$ cat src/logic/wss_cfg.svh
`ifndef WSS_CFG_SVH
`define WSS_CFG_SVH

// ***********************************************
// Register offsets
// ***********************************************
`define WSS_ADDR_WAKE_A      7'h46
`define WSS_ADDR_WAKE_B      7'h47
`define WSS_ADDR_LEVEL       7'h48
`define WSS_ADDR_OVERLOAD    7'h54
`define WSS_ADDR_OPEN_LOAD   7'h55

// ***********************************************
// Field positions
// ***********************************************
`define WSS_WA_LIN2_BIT      7
`define WSS_WA_LIN1_BIT      6
`define WSS_WA_CAN_BIT       5
`define WSS_WA_TIMER_BIT     4
`define WSS_WA_WK_LSB        0
`define WSS_WB_GPIO_LSB      4
`define WSS_LV_DEV_BIT       7
`define WSS_LV_STRAP_BIT     6
`define WSS_LV_GPIO_LSB      4
`define WSS_LV_WK_LSB        0
`define WSS_HS_LSB           0

// ***********************************************
// Widths, reset values and masks
// ***********************************************
`define WSS_WK_W             3
`define WSS_GPIO_W           2
`define WSS_HS_W             4
`define WSS_WA_W             7
`define WSS_BYTE_ZERO        8'h00
`define WSS_WA_RESET         7'h00
`define WSS_WB_RESET         2'h0
`define WSS_HS_RESET         4'h0
`define WSS_WK_RESET         3'h0
`define WSS_GPIO_RESET       2'h0
`define WSS_WA_KEEP_MASK     7'h7F
`define WSS_WB_KEEP_MASK     2'h3
`define WSS_HS_KEEP_MASK     4'hF

`endif

$ cat src/logic/wss_pkg.sv
package wss_pkg;

  // SBC operating mode as seen by this block
  typedef enum logic [2:0] {
    WSS_MODE_NORMAL    = 3'b000,
    WSS_MODE_STOP      = 3'b001,
    WSS_MODE_SLEEP     = 3'b010,
    WSS_MODE_RESTART   = 3'b011,
    WSS_MODE_FAIL_SAFE = 3'b100
  } wss_mode_t;

  // Function selected for a GPIO pin
  typedef enum logic [2:0] {
    WSS_GPIO_OFF       = 3'b000,
    WSS_GPIO_WAKE      = 3'b001,
    WSS_GPIO_LOW_SIDE  = 3'b010,
    WSS_GPIO_HIGH_SIDE = 3'b011,
    WSS_GPIO_OTHER     = 3'b100
  } wss_gpio_fn_t;

  // Host access operation
  typedef enum logic [1:0] {
    WSS_OP_IDLE  = 2'b00,
    WSS_OP_READ  = 2'b01,
    WSS_OP_CLEAR = 2'b10
  } wss_op_t;

  typedef struct packed {
    wss_op_t    op;
    logic [6:0] addr;
  } wss_req_t;

  // One-cycle wake event pulses
  typedef struct packed {
    logic       second_lin;
    logic       first_lin;
    logic       can_bus;
    logic       timer;
    logic [2:0] wake_input;
    logic [1:0] gpio;
  } wss_wake_evt_t;

  // Pin levels, synchronous to clk_i
  typedef struct packed {
    logic       test_mode_pin;
    logic       interrupt_pullup_strap;
    logic [1:0] gpio_level;
    logic [2:0] wake_input_level;
  } wss_pins_t;

  // One-cycle fault pulses per high-side switch
  typedef struct packed {
    logic [3:0] overload;
    logic [3:0] open_load;
  } wss_fault_evt_t;

endpackage

$ cat src/logic/wss_sticky_bank.sv
`timescale 1ns/1ps
`include "wss_cfg.svh"

// Bank of sticky flags; a set in the same cycle as a clear wins
module wss_sticky_bank
  import wss_pkg::*;
#(
  parameter int         W         = 4,
  parameter logic [W-1:0] RST_VAL   = '0,
  parameter logic [W-1:0] KEEP_MASK = '0
) (
  input  wire logic         clk_i,
  input  wire logic         srst_i,
  input  wire logic [W-1:0] set_i,
  input  wire logic [W-1:0] clr_i,
  input  wire logic         restart_i,
  output logic      [W-1:0] flags_o
);

  logic [W-1:0] flags_r;
  logic [W-1:0] flags_nxt;

  // Next flag values
  always_comb begin
    flags_nxt = flags_r & ~clr_i;
    if (restart_i) begin
      flags_nxt = flags_nxt & KEEP_MASK;
    end
    flags_nxt = flags_nxt | set_i;
  end

  // Flag storage
  always_ff @(posedge clk_i) begin
    if (srst_i) begin
      flags_r <= RST_VAL;
    end else begin
      flags_r <= flags_nxt;
    end
  end

  assign flags_o = flags_r;

endmodule

$ cat src/logic/wss_status_regs.sv
// Behaviour
// Wake status A: bit 7 LIN 2, 6 LIN 1, 5 CAN, 4 timer, 2..0 wake inputs 3..1, set on a wake.
// A wake out of fail-safe sets its wake source flag just as a wake from sleep does.
// Wake status B holds the GPIO 2 wake flag at bit 5 and GPIO 1 at bit 4, the rest reserved.
// A restart keeps the two GPIO wake flags of wake status B and forces its other bits to zero.
// Every reserved bit of these registers reads as zero.
// Input level bit 7 shows the test pin mode, 0 user mode and 1 development mode.
// Input level bit 6 shows the interrupt pin strap, 1 when an external pull-up is present.
// Input level bits 2..0 show wake inputs 3..1 and bits 5 and 4 show the second and first GPIO.
// GPIO level bits refresh in normal and stop mode when the GPIO is a wake input or a switch.
// In cyclic sense or wake operation the wake input levels hold the latest sample.
// Cyclic sampling never applies to the GPIO level bits.
// A GPIO level is reported even while the pin serves as a low-side or high-side switch.
// After power-on or soft reset level bits 5..3 are zero and bits 7, 6, 2..0 follow the pins.
// Overload status latches one overcurrent-or-overtemperature flag per switch, 4..1 at 3..0.
// Open-load status latches one open-load flag per switch, switch 4..1 at bits 3..0.
// Latched flags stay set until the host clears them through a register access.
`timescale 1ns/1ps
`include "wss_cfg.svh"

module wss_status_regs
  import wss_pkg::*;
(
  input  wire logic           clk_i,
  input  wire logic           srst_i,
  input  wire logic           soft_reset_i,
  input  wire logic           restart_i,
  input  wire wss_mode_t      mode_i,
  input  wire wss_gpio_fn_t   gpio_a_fn_i,
  input  wire wss_gpio_fn_t   gpio_b_fn_i,
  input  wire logic           cyclic_mode_i,
  input  wire logic           sample_i,
  input  wire wss_pins_t      pins_i,
  input  wire wss_wake_evt_t  wake_evt_i,
  input  wire wss_fault_evt_t fault_evt_i,
  input  wire wss_req_t       req_i,
  output logic      [7:0]     rdata_o,
  output logic                rvalid_o,
  output logic                wake_pending_o
);

  // ***********************************************
  // Helper functions
  // ***********************************************

  // Address compare used by every register decode
  function automatic logic hit(input logic [6:0] a, input logic [6:0] ref_addr);
    hit = (a == ref_addr);
  endfunction

  // A GPIO level is refreshed only for the listed functions and modes
  function automatic logic gpio_live(input wss_gpio_fn_t fn, input wss_mode_t m);
    logic mode_ok;
    logic fn_ok;
    mode_ok = (m == WSS_MODE_NORMAL) || (m == WSS_MODE_STOP);
    fn_ok   = (fn == WSS_GPIO_WAKE) || (fn == WSS_GPIO_LOW_SIDE)
              || (fn == WSS_GPIO_HIGH_SIDE);
    gpio_live = mode_ok && fn_ok;
  endfunction

  // ***********************************************
  // Access decode
  // ***********************************************

  logic clr_cmd;
  logic rd_cmd;
  logic sel_wake_a;
  logic sel_wake_b;
  logic sel_level;
  logic sel_overload;
  logic sel_open_load;
  logic local_rst;

  // Soft reset acts like power-on reset on every register of the group
  assign local_rst     = srst_i | soft_reset_i;
  assign clr_cmd       = (req_i.op == WSS_OP_CLEAR);
  assign rd_cmd        = (req_i.op == WSS_OP_READ) | clr_cmd;
  assign sel_wake_a    = hit(req_i.addr, `WSS_ADDR_WAKE_A);
  assign sel_wake_b    = hit(req_i.addr, `WSS_ADDR_WAKE_B);
  assign sel_level     = hit(req_i.addr, `WSS_ADDR_LEVEL);
  assign sel_overload  = hit(req_i.addr, `WSS_ADDR_OVERLOAD);
  assign sel_open_load = hit(req_i.addr, `WSS_ADDR_OPEN_LOAD);

  // ***********************************************
  // Wake source flags
  // ***********************************************

  logic [`WSS_WA_W-1:0]   wake_a_set;
  logic [`WSS_WA_W-1:0]   wake_a_clr;
  logic [`WSS_WA_W-1:0]   wake_a_flags;
  logic [`WSS_GPIO_W-1:0] wake_b_set;
  logic [`WSS_GPIO_W-1:0] wake_b_clr;
  logic [`WSS_GPIO_W-1:0] wake_b_flags;

  // Events are taken in every mode, so a fail-safe exit flags its source too
  assign wake_a_set = {wake_evt_i.second_lin,
                       wake_evt_i.first_lin,
                       wake_evt_i.can_bus,
                       wake_evt_i.timer,
                       wake_evt_i.wake_input};
  assign wake_b_set = wake_evt_i.gpio;
  assign wake_a_clr = {`WSS_WA_W{clr_cmd & sel_wake_a}};
  assign wake_b_clr = {`WSS_GPIO_W{clr_cmd & sel_wake_b}};

  // Wake status A keeps its flags through restart
  wss_sticky_bank #(
    .W         (`WSS_WA_W),
    .RST_VAL   (`WSS_WA_RESET),
    .KEEP_MASK (`WSS_WA_KEEP_MASK)
  ) u_wake_a (
    .clk_i     (clk_i),
    .srst_i    (local_rst),
    .set_i     (wake_a_set),
    .clr_i     (wake_a_clr),
    .restart_i (restart_i),
    .flags_o   (wake_a_flags)
  );

  // Wake status B stores only the GPIO flags; the rest are constant zero
  wss_sticky_bank #(
    .W         (`WSS_GPIO_W),
    .RST_VAL   (`WSS_WB_RESET),
    .KEEP_MASK (`WSS_WB_KEEP_MASK)
  ) u_wake_b (
    .clk_i     (clk_i),
    .srst_i    (local_rst),
    .set_i     (wake_b_set),
    .clr_i     (wake_b_clr),
    .restart_i (restart_i),
    .flags_o   (wake_b_flags)
  );

  // ***********************************************
  // High-side switch fault flags
  // ***********************************************

  logic [`WSS_HS_W-1:0] ovl_clr;
  logic [`WSS_HS_W-1:0] ovl_flags;
  logic [`WSS_HS_W-1:0] opl_clr;
  logic [`WSS_HS_W-1:0] opl_flags;

  assign ovl_clr = {`WSS_HS_W{clr_cmd & sel_overload}};
  assign opl_clr = {`WSS_HS_W{clr_cmd & sel_open_load}};

  // Overcurrent and overtemperature share one flag per switch
  wss_sticky_bank #(
    .W         (`WSS_HS_W),
    .RST_VAL   (`WSS_HS_RESET),
    .KEEP_MASK (`WSS_HS_KEEP_MASK)
  ) u_overload (
    .clk_i     (clk_i),
    .srst_i    (local_rst),
    .set_i     (fault_evt_i.overload),
    .clr_i     (ovl_clr),
    .restart_i (restart_i),
    .flags_o   (ovl_flags)
  );

  // Open-load flags per switch
  wss_sticky_bank #(
    .W         (`WSS_HS_W),
    .RST_VAL   (`WSS_HS_RESET),
    .KEEP_MASK (`WSS_HS_KEEP_MASK)
  ) u_open_load (
    .clk_i     (clk_i),
    .srst_i    (local_rst),
    .set_i     (fault_evt_i.open_load),
    .clr_i     (opl_clr),
    .restart_i (restart_i),
    .flags_o   (opl_flags)
  );

  // ***********************************************
  // Input level status
  // ***********************************************

  logic                   dev_lvl_r;
  logic                   dev_lvl_nxt;
  logic                   strap_r;
  logic                   strap_nxt;
  logic                   strap_done_r;
  logic                   strap_done_nxt;
  logic [`WSS_GPIO_W-1:0] gpio_lvl_r;
  logic [`WSS_GPIO_W-1:0] gpio_lvl_nxt;
  logic [`WSS_WK_W-1:0]   wk_lvl_r;
  logic [`WSS_WK_W-1:0]   wk_lvl_nxt;

  // Strap is caught once after each reset release, then held; a pin that
  // moves later is not a configuration change
  always_comb begin
    dev_lvl_nxt    = pins_i.test_mode_pin;
    strap_nxt      = strap_r;
    strap_done_nxt = 1'b1;
    if (!strap_done_r) begin
      strap_nxt = pins_i.interrupt_pullup_strap;
    end
  end

  // GPIO levels hold their last value when not refreshed; no cyclic path
  always_comb begin
    gpio_lvl_nxt = gpio_lvl_r;
    if (gpio_live(gpio_a_fn_i, mode_i)) begin
      gpio_lvl_nxt[0] = pins_i.gpio_level[0];
    end
    if (gpio_live(gpio_b_fn_i, mode_i)) begin
      gpio_lvl_nxt[1] = pins_i.gpio_level[1];
    end
  end

  // Wake input levels: live, or the sample taken by the cyclic sampler
  always_comb begin
    wk_lvl_nxt = pins_i.wake_input_level;
    if (cyclic_mode_i) begin
      wk_lvl_nxt = wk_lvl_r;
      if (sample_i) begin
        wk_lvl_nxt = pins_i.wake_input_level;
      end
    end
  end

  // Level storage; reset clears all, pin bits follow from the next edge
  always_ff @(posedge clk_i) begin
    if (local_rst) begin
      dev_lvl_r    <= 1'b0;
      strap_r      <= 1'b0;
      strap_done_r <= 1'b0;
      gpio_lvl_r   <= `WSS_GPIO_RESET;
      wk_lvl_r     <= `WSS_WK_RESET;
    end else begin
      dev_lvl_r    <= dev_lvl_nxt;
      strap_r      <= strap_nxt;
      strap_done_r <= strap_done_nxt;
      gpio_lvl_r   <= gpio_lvl_nxt;
      wk_lvl_r     <= wk_lvl_nxt;
    end
  end

  // ***********************************************
  // Register images
  // ***********************************************

  logic [7:0] img_wake_a;
  logic [7:0] img_wake_b;
  logic [7:0] img_level;
  logic [7:0] img_overload;
  logic [7:0] img_open_load;

  // Reserved positions are tied low in every image
  always_comb begin
    img_wake_a    = `WSS_BYTE_ZERO;
    img_wake_a[`WSS_WA_LIN2_BIT]  = wake_a_flags[6];
    img_wake_a[`WSS_WA_LIN1_BIT]  = wake_a_flags[5];
    img_wake_a[`WSS_WA_CAN_BIT]   = wake_a_flags[4];
    img_wake_a[`WSS_WA_TIMER_BIT] = wake_a_flags[3];
    img_wake_a[`WSS_WA_WK_LSB +: `WSS_WK_W] = wake_a_flags[2:0];
    img_wake_b    = `WSS_BYTE_ZERO;
    img_wake_b[`WSS_WB_GPIO_LSB +: `WSS_GPIO_W] = wake_b_flags;
    img_level     = `WSS_BYTE_ZERO;
    img_level[`WSS_LV_DEV_BIT]   = dev_lvl_r;
    img_level[`WSS_LV_STRAP_BIT] = strap_r;
    img_level[`WSS_LV_GPIO_LSB +: `WSS_GPIO_W] = gpio_lvl_r;
    img_level[`WSS_LV_WK_LSB +: `WSS_WK_W]     = wk_lvl_r;
    img_overload  = `WSS_BYTE_ZERO;
    img_overload[`WSS_HS_LSB +: `WSS_HS_W]  = ovl_flags;
    img_open_load = `WSS_BYTE_ZERO;
    img_open_load[`WSS_HS_LSB +: `WSS_HS_W] = opl_flags;
  end

  // ***********************************************
  // Read port
  // ***********************************************

  logic [7:0] rdata_r;
  logic [7:0] rdata_nxt;
  logic       rvalid_r;
  logic       rvalid_nxt;
  logic       pend_r;
  logic       pend_nxt;

  // Returns the value before any clear issued by the same access;
  // unmapped addresses answer zero
  always_comb begin
    rdata_nxt  = rdata_r;
    rvalid_nxt = rd_cmd;
    if (rd_cmd) begin
      rdata_nxt = `WSS_BYTE_ZERO;
      if (sel_wake_a) begin
        rdata_nxt = img_wake_a;
      end else if (sel_wake_b) begin
        rdata_nxt = img_wake_b;
      end else if (sel_level) begin
        rdata_nxt = img_level;
      end else if (sel_overload) begin
        rdata_nxt = img_overload;
      end else if (sel_open_load) begin
        rdata_nxt = img_open_load;
      end
    end
    pend_nxt = (|wake_a_flags) | (|wake_b_flags);
  end

  // Output flops
  always_ff @(posedge clk_i) begin
    if (local_rst) begin
      rdata_r  <= `WSS_BYTE_ZERO;
      rvalid_r <= 1'b0;
      pend_r   <= 1'b0;
    end else begin
      rdata_r  <= rdata_nxt;
      rvalid_r <= rvalid_nxt;
      pend_r   <= pend_nxt;
    end
  end

  assign rdata_o        = rdata_r;
  assign rvalid_o       = rvalid_r;
  assign wake_pending_o = pend_r;   // One cycle behind the flags

endmodule

$ cat config.mk
export PLATFORM = sky130hd
export DESIGN_NAME = wss_status_regs
export DESIGN_NICKNAME = d
export VERILOG_FILES = /design/src/logic/wss_pkg.sv /design/src/logic/wss_sticky_bank.sv /design/src/logic/wss_status_regs.sv
export VERILOG_INCLUDE_DIRS = /design/src /design/src/logic
export SDC_FILE = /design/constraint.sdc
export NUM_CORES = 1
export LEC_CHECK = 0
export ABC_AREA = 1
export BUFFER_PORTS_ARGS = -buffer_cell sky130_fd_sc_hd__buf_2
export CELL_PAD_IN_SITES_DETAIL_PLACEMENT = 1
export CELL_PAD_IN_SITES_GLOBAL_PLACEMENT = 2
export CORE_AREA = 5 5 84 86
export DETAILED_ROUTE_END_ITERATION = 8
export DIE_AREA = 0 0 89 91
export PLACE_DENSITY = 0.73
export SETUP_SLACK_MARGIN = 0.1
export SLEW_MARGIN = 15
export SYNTH_ARGS = -nofsm -noshare
export SYNTH_HDL_FRONTEND = slang
export SYNTH_SLANG_ARGS = --single-unit
$ cat constraint.sdc
create_clock -name clk_i -period 1.2 [get_ports clk_i]
set_input_delay 0.06 -clock clk_i [delete_from_list [all_inputs] [get_ports clk_i]]
set_output_delay 0.06 -clock clk_i [all_outputs]
set_load 0.005 [all_outputs]
==> flow_metrics.py <==
metrics = {
    "pwr": {
        "ir_worst_vdd_mv": 0.4463,
        "cellLeakagePower_nw": 1.049,
        "p_per_area_mw_per_mm2": 1151,
    },
    "critical_path": {
        "worstPathRequired_ns": 1.35,
        "worstSetupStartpointType": "flop",
        "path_max_fanout": 3,
        "cp.arrival_ns": 1.11,
        "cp-startpoint": "u_wake_a.flags_o[2]$_SDFF_PN0_",
        "crit_type": "reg -> reg",
        "r2r_setup_slack_ns": 0.24,
        "r2r_start": "u_wake_a.flags_o[2]$_SDFF_PN0_",
        "cp-end-kind": "flop",
    },
    "timing": {
        "max_freq_mhz": 1045,
        "setup_violations": 0,
        "finalHoldWorstSlack_ns": 0.002049,
        "min_period_ns": 0.9566,
        "rsz0062_at_grt": "false",
        "final.setup.tns_ns": 0,
        "period_share": 0.7972,
        "relSlewSlack": 0.7734,
        "setup_ws_ns": 0.2434,
        "slew_viol_final": 0,
        "finalHoldViolCount": 0,
        "tightest_slew_ns": 0.3368,
        "clock_skew_ns": 0.004789,
    },
    "layout": {
        "final_cell_mix": "55 x buf_2, 49 x nor2_1, 35 x dfxtp_1, 34 x nand3_1, 24 x nand2_1",
        "nFillCells": 786,
        "multi_input_area_um2": 700.7,
        "n_antenna_cell": 0,
        "final_net_count": 338,
        "final_common_cell": "buf_2",
        "ff_latch_area_um2": 700.7,
        "layout-drive-gt1-share": 0.2690,
        "syn2layout_area_growth_pct": 47.36,
    },
    "synth": {
        "yosysUniqueCellTypes": 18,
        "synthArstFlopShare": 0,
        "syn-num-nets": 255,
        "synth_area_mm2": 0.001495,
        "synth_edf_count": 0,
        "netlist_top_cells_area": "dfxtp_1 47%, nor2_1 12%, nand3_1 11%, a21oi_1 6.7%, nand2_1 6.0%",
        "yosysTopAreaCellShare": 0.4686,
        "synth_ff_type": "dfxtp_1",
        "netlist_instances": 206,
        "synth-seq-area-share": 0.4686,
        "yosysTopAreaCell": "dfxtp_1",
        "avgSynthCellArea_um2": 7.258,
        "ys.warnings.count": 0,
        "synth_seq_cells": 35,
    },
    "routing": {
        "viasPerCell": 4.409,
        "num_vias": 1618,
        "drtIter0Drc": 47,
        "ant_nets": 0,
        "drt_drc_violations_left": 0,
        "drt_first_pass_iters": 6,
        "routed_wl_um": 4505,
        "wl_per_cell_um": 12.28,
    },
    "clocking": {
        "clock_path_buffers": 2,
        "clk_latency_ns": 0.28,
        "cts_made_buffers": 5,
        "htree_num_levels": 2,
        "post_cts_buffers": 0,
        "cts_hold_buf": 17,
        "cts_tree": "done",
        "root_buffer": "clkbuf_8",
        "post_cts_resized": 0,
        "clk_pin_slew_ns": 0.07,
        "cts_sinks": 35,
    },
    "worst_hold_path": {
        "hold_path.class": "in -> reg",
        "min_from": "wake_evt_i[6]",
    },
    "floorplan": {
        "fp.dieArea_mm2": 0.008099,
        "io_pins": 58,
        "coreArea_mm2": 0.006205,
        "rows": 29,
        "dieHeight_um": 91,
        "start_util": 0.2410,
        "fp.dieW_um": 89,
    },
    "grt": {
        "grt.total_usage": 0.1161,
        "grt_max_degree": 19,
        "overflow": 0,
        "antenna_found_initial": 0,
        "grt_pass1_wl_um": 7320,
        "grt_pass1_vias": 1622,
    },
    "place": {
        "detailed_place_hpwl_um": 3566,
        "io_buffers": 55,
        "preCtsSetupSlack_ns": 0.03462,
        "place.gp.congestion": 0.7259,
    },
    "flow_run": {
        "drv_cap": 0,
    },
    "run_status": {
        "status": "finished clean",
    },
}
[worst max-delay path, cell delays in order, from the launching register on]
cell and delay [ns]:
dfxtp_1 0.33, nor4_1 0.35, a31oi_1 0.14
[cells by family (layout without fill, tap and decap cells)]
logic type | Yosys count | count (layout) | share of synthesized area
simple gates | 117 | 117 | 0.3590
fa+ha+maj | 1 | 1 | 0.008367
flops | 35 | 35 | 0.4686
compound gates | 30 | 30 | 0.1013
buf+inv | 23 | 107 | 0.06276
[flip-flops by register name, indices dropped and copies added, names as in the netlist, 2 cells and up]
name and count:
u_wake_b.flags_o 2, gpio_lvl_r 2, u_wake_a.flags_o 7, u_open_load.flags_o 4, u_overload.flags_o 4, rdata_o 8, wk_lvl_r 3
[metrics by stage]
stage | std cells | power [mW] | area (µm²) | utilization
2_1_floorplan | 206 | 1.418 | 1495 | -
3_3_place_gp | 342 | 1.587 | 1933 | 0.3116
3_5_place_dp | 342 | 1.594 | 1933 | 0.3116
4_1_cts | 367 | 2.589 | 2203 | 0.3551
5_1_grt | 367 | 2.678 | 2203 | 0.3551
6_report | 367 | 2.536 | 2203 | 0.3551
[report_power, final]
group	total, mW	internal [mW]	switching (mW)
logic	0.361	0.190	0.171
registers	1.24	1.21	0.0294
clock network	0.933	0.524	0.409
total	2.54	1.93	0.609
[layout make-up]
cell class	count	share of cell area
multi-input cells	148	0.3180
well taps	77	0.04373
clock buffers	8	0.04543
flip-flops and latches	35	0.3180
repair buffers	81	0.2442
inverters	18	0.03066
[routing by layer]
layer | global-route usage | part of all wire | up-vias
li1 | - | - | 839
met1 | 0.1413 | 0.45 | 732
met2 | 0.1980 | 0.47 | 42
met3 | 0.02896 | 0.067 | 5
met4 | 0.03722 | 0.011 | 0
met5 | 0 | 0 | -
[synthesized netlist by cell type, drive strengths merged, types with 2 or more instances]
| master | n |
|---|---|
| dfxtp | 35 |
| a21oi | 20 |
| nor2 | 51 |
| nand3 | 36 |
| nand2 | 24 |
| inv | 18 |
| o21ai | 9 |
| nand3b | 2 |
| clkbuf | 4 |
| nor3 | 2 |
[path summary, 6_finish.rpt]
path,to,depth (start not counted)
max reg2reg,wake_pending_o$_SDFF_PN0_,2
min reg2reg,strap_r$_SDFFE_PN0N_,1
max,wake_pending_o$_SDFF_PN0_,2
min,u_wake_a.flags_o[4]$_SDFF_PN0_,3
No activity file was read; power rests on OpenSTA's default activity.
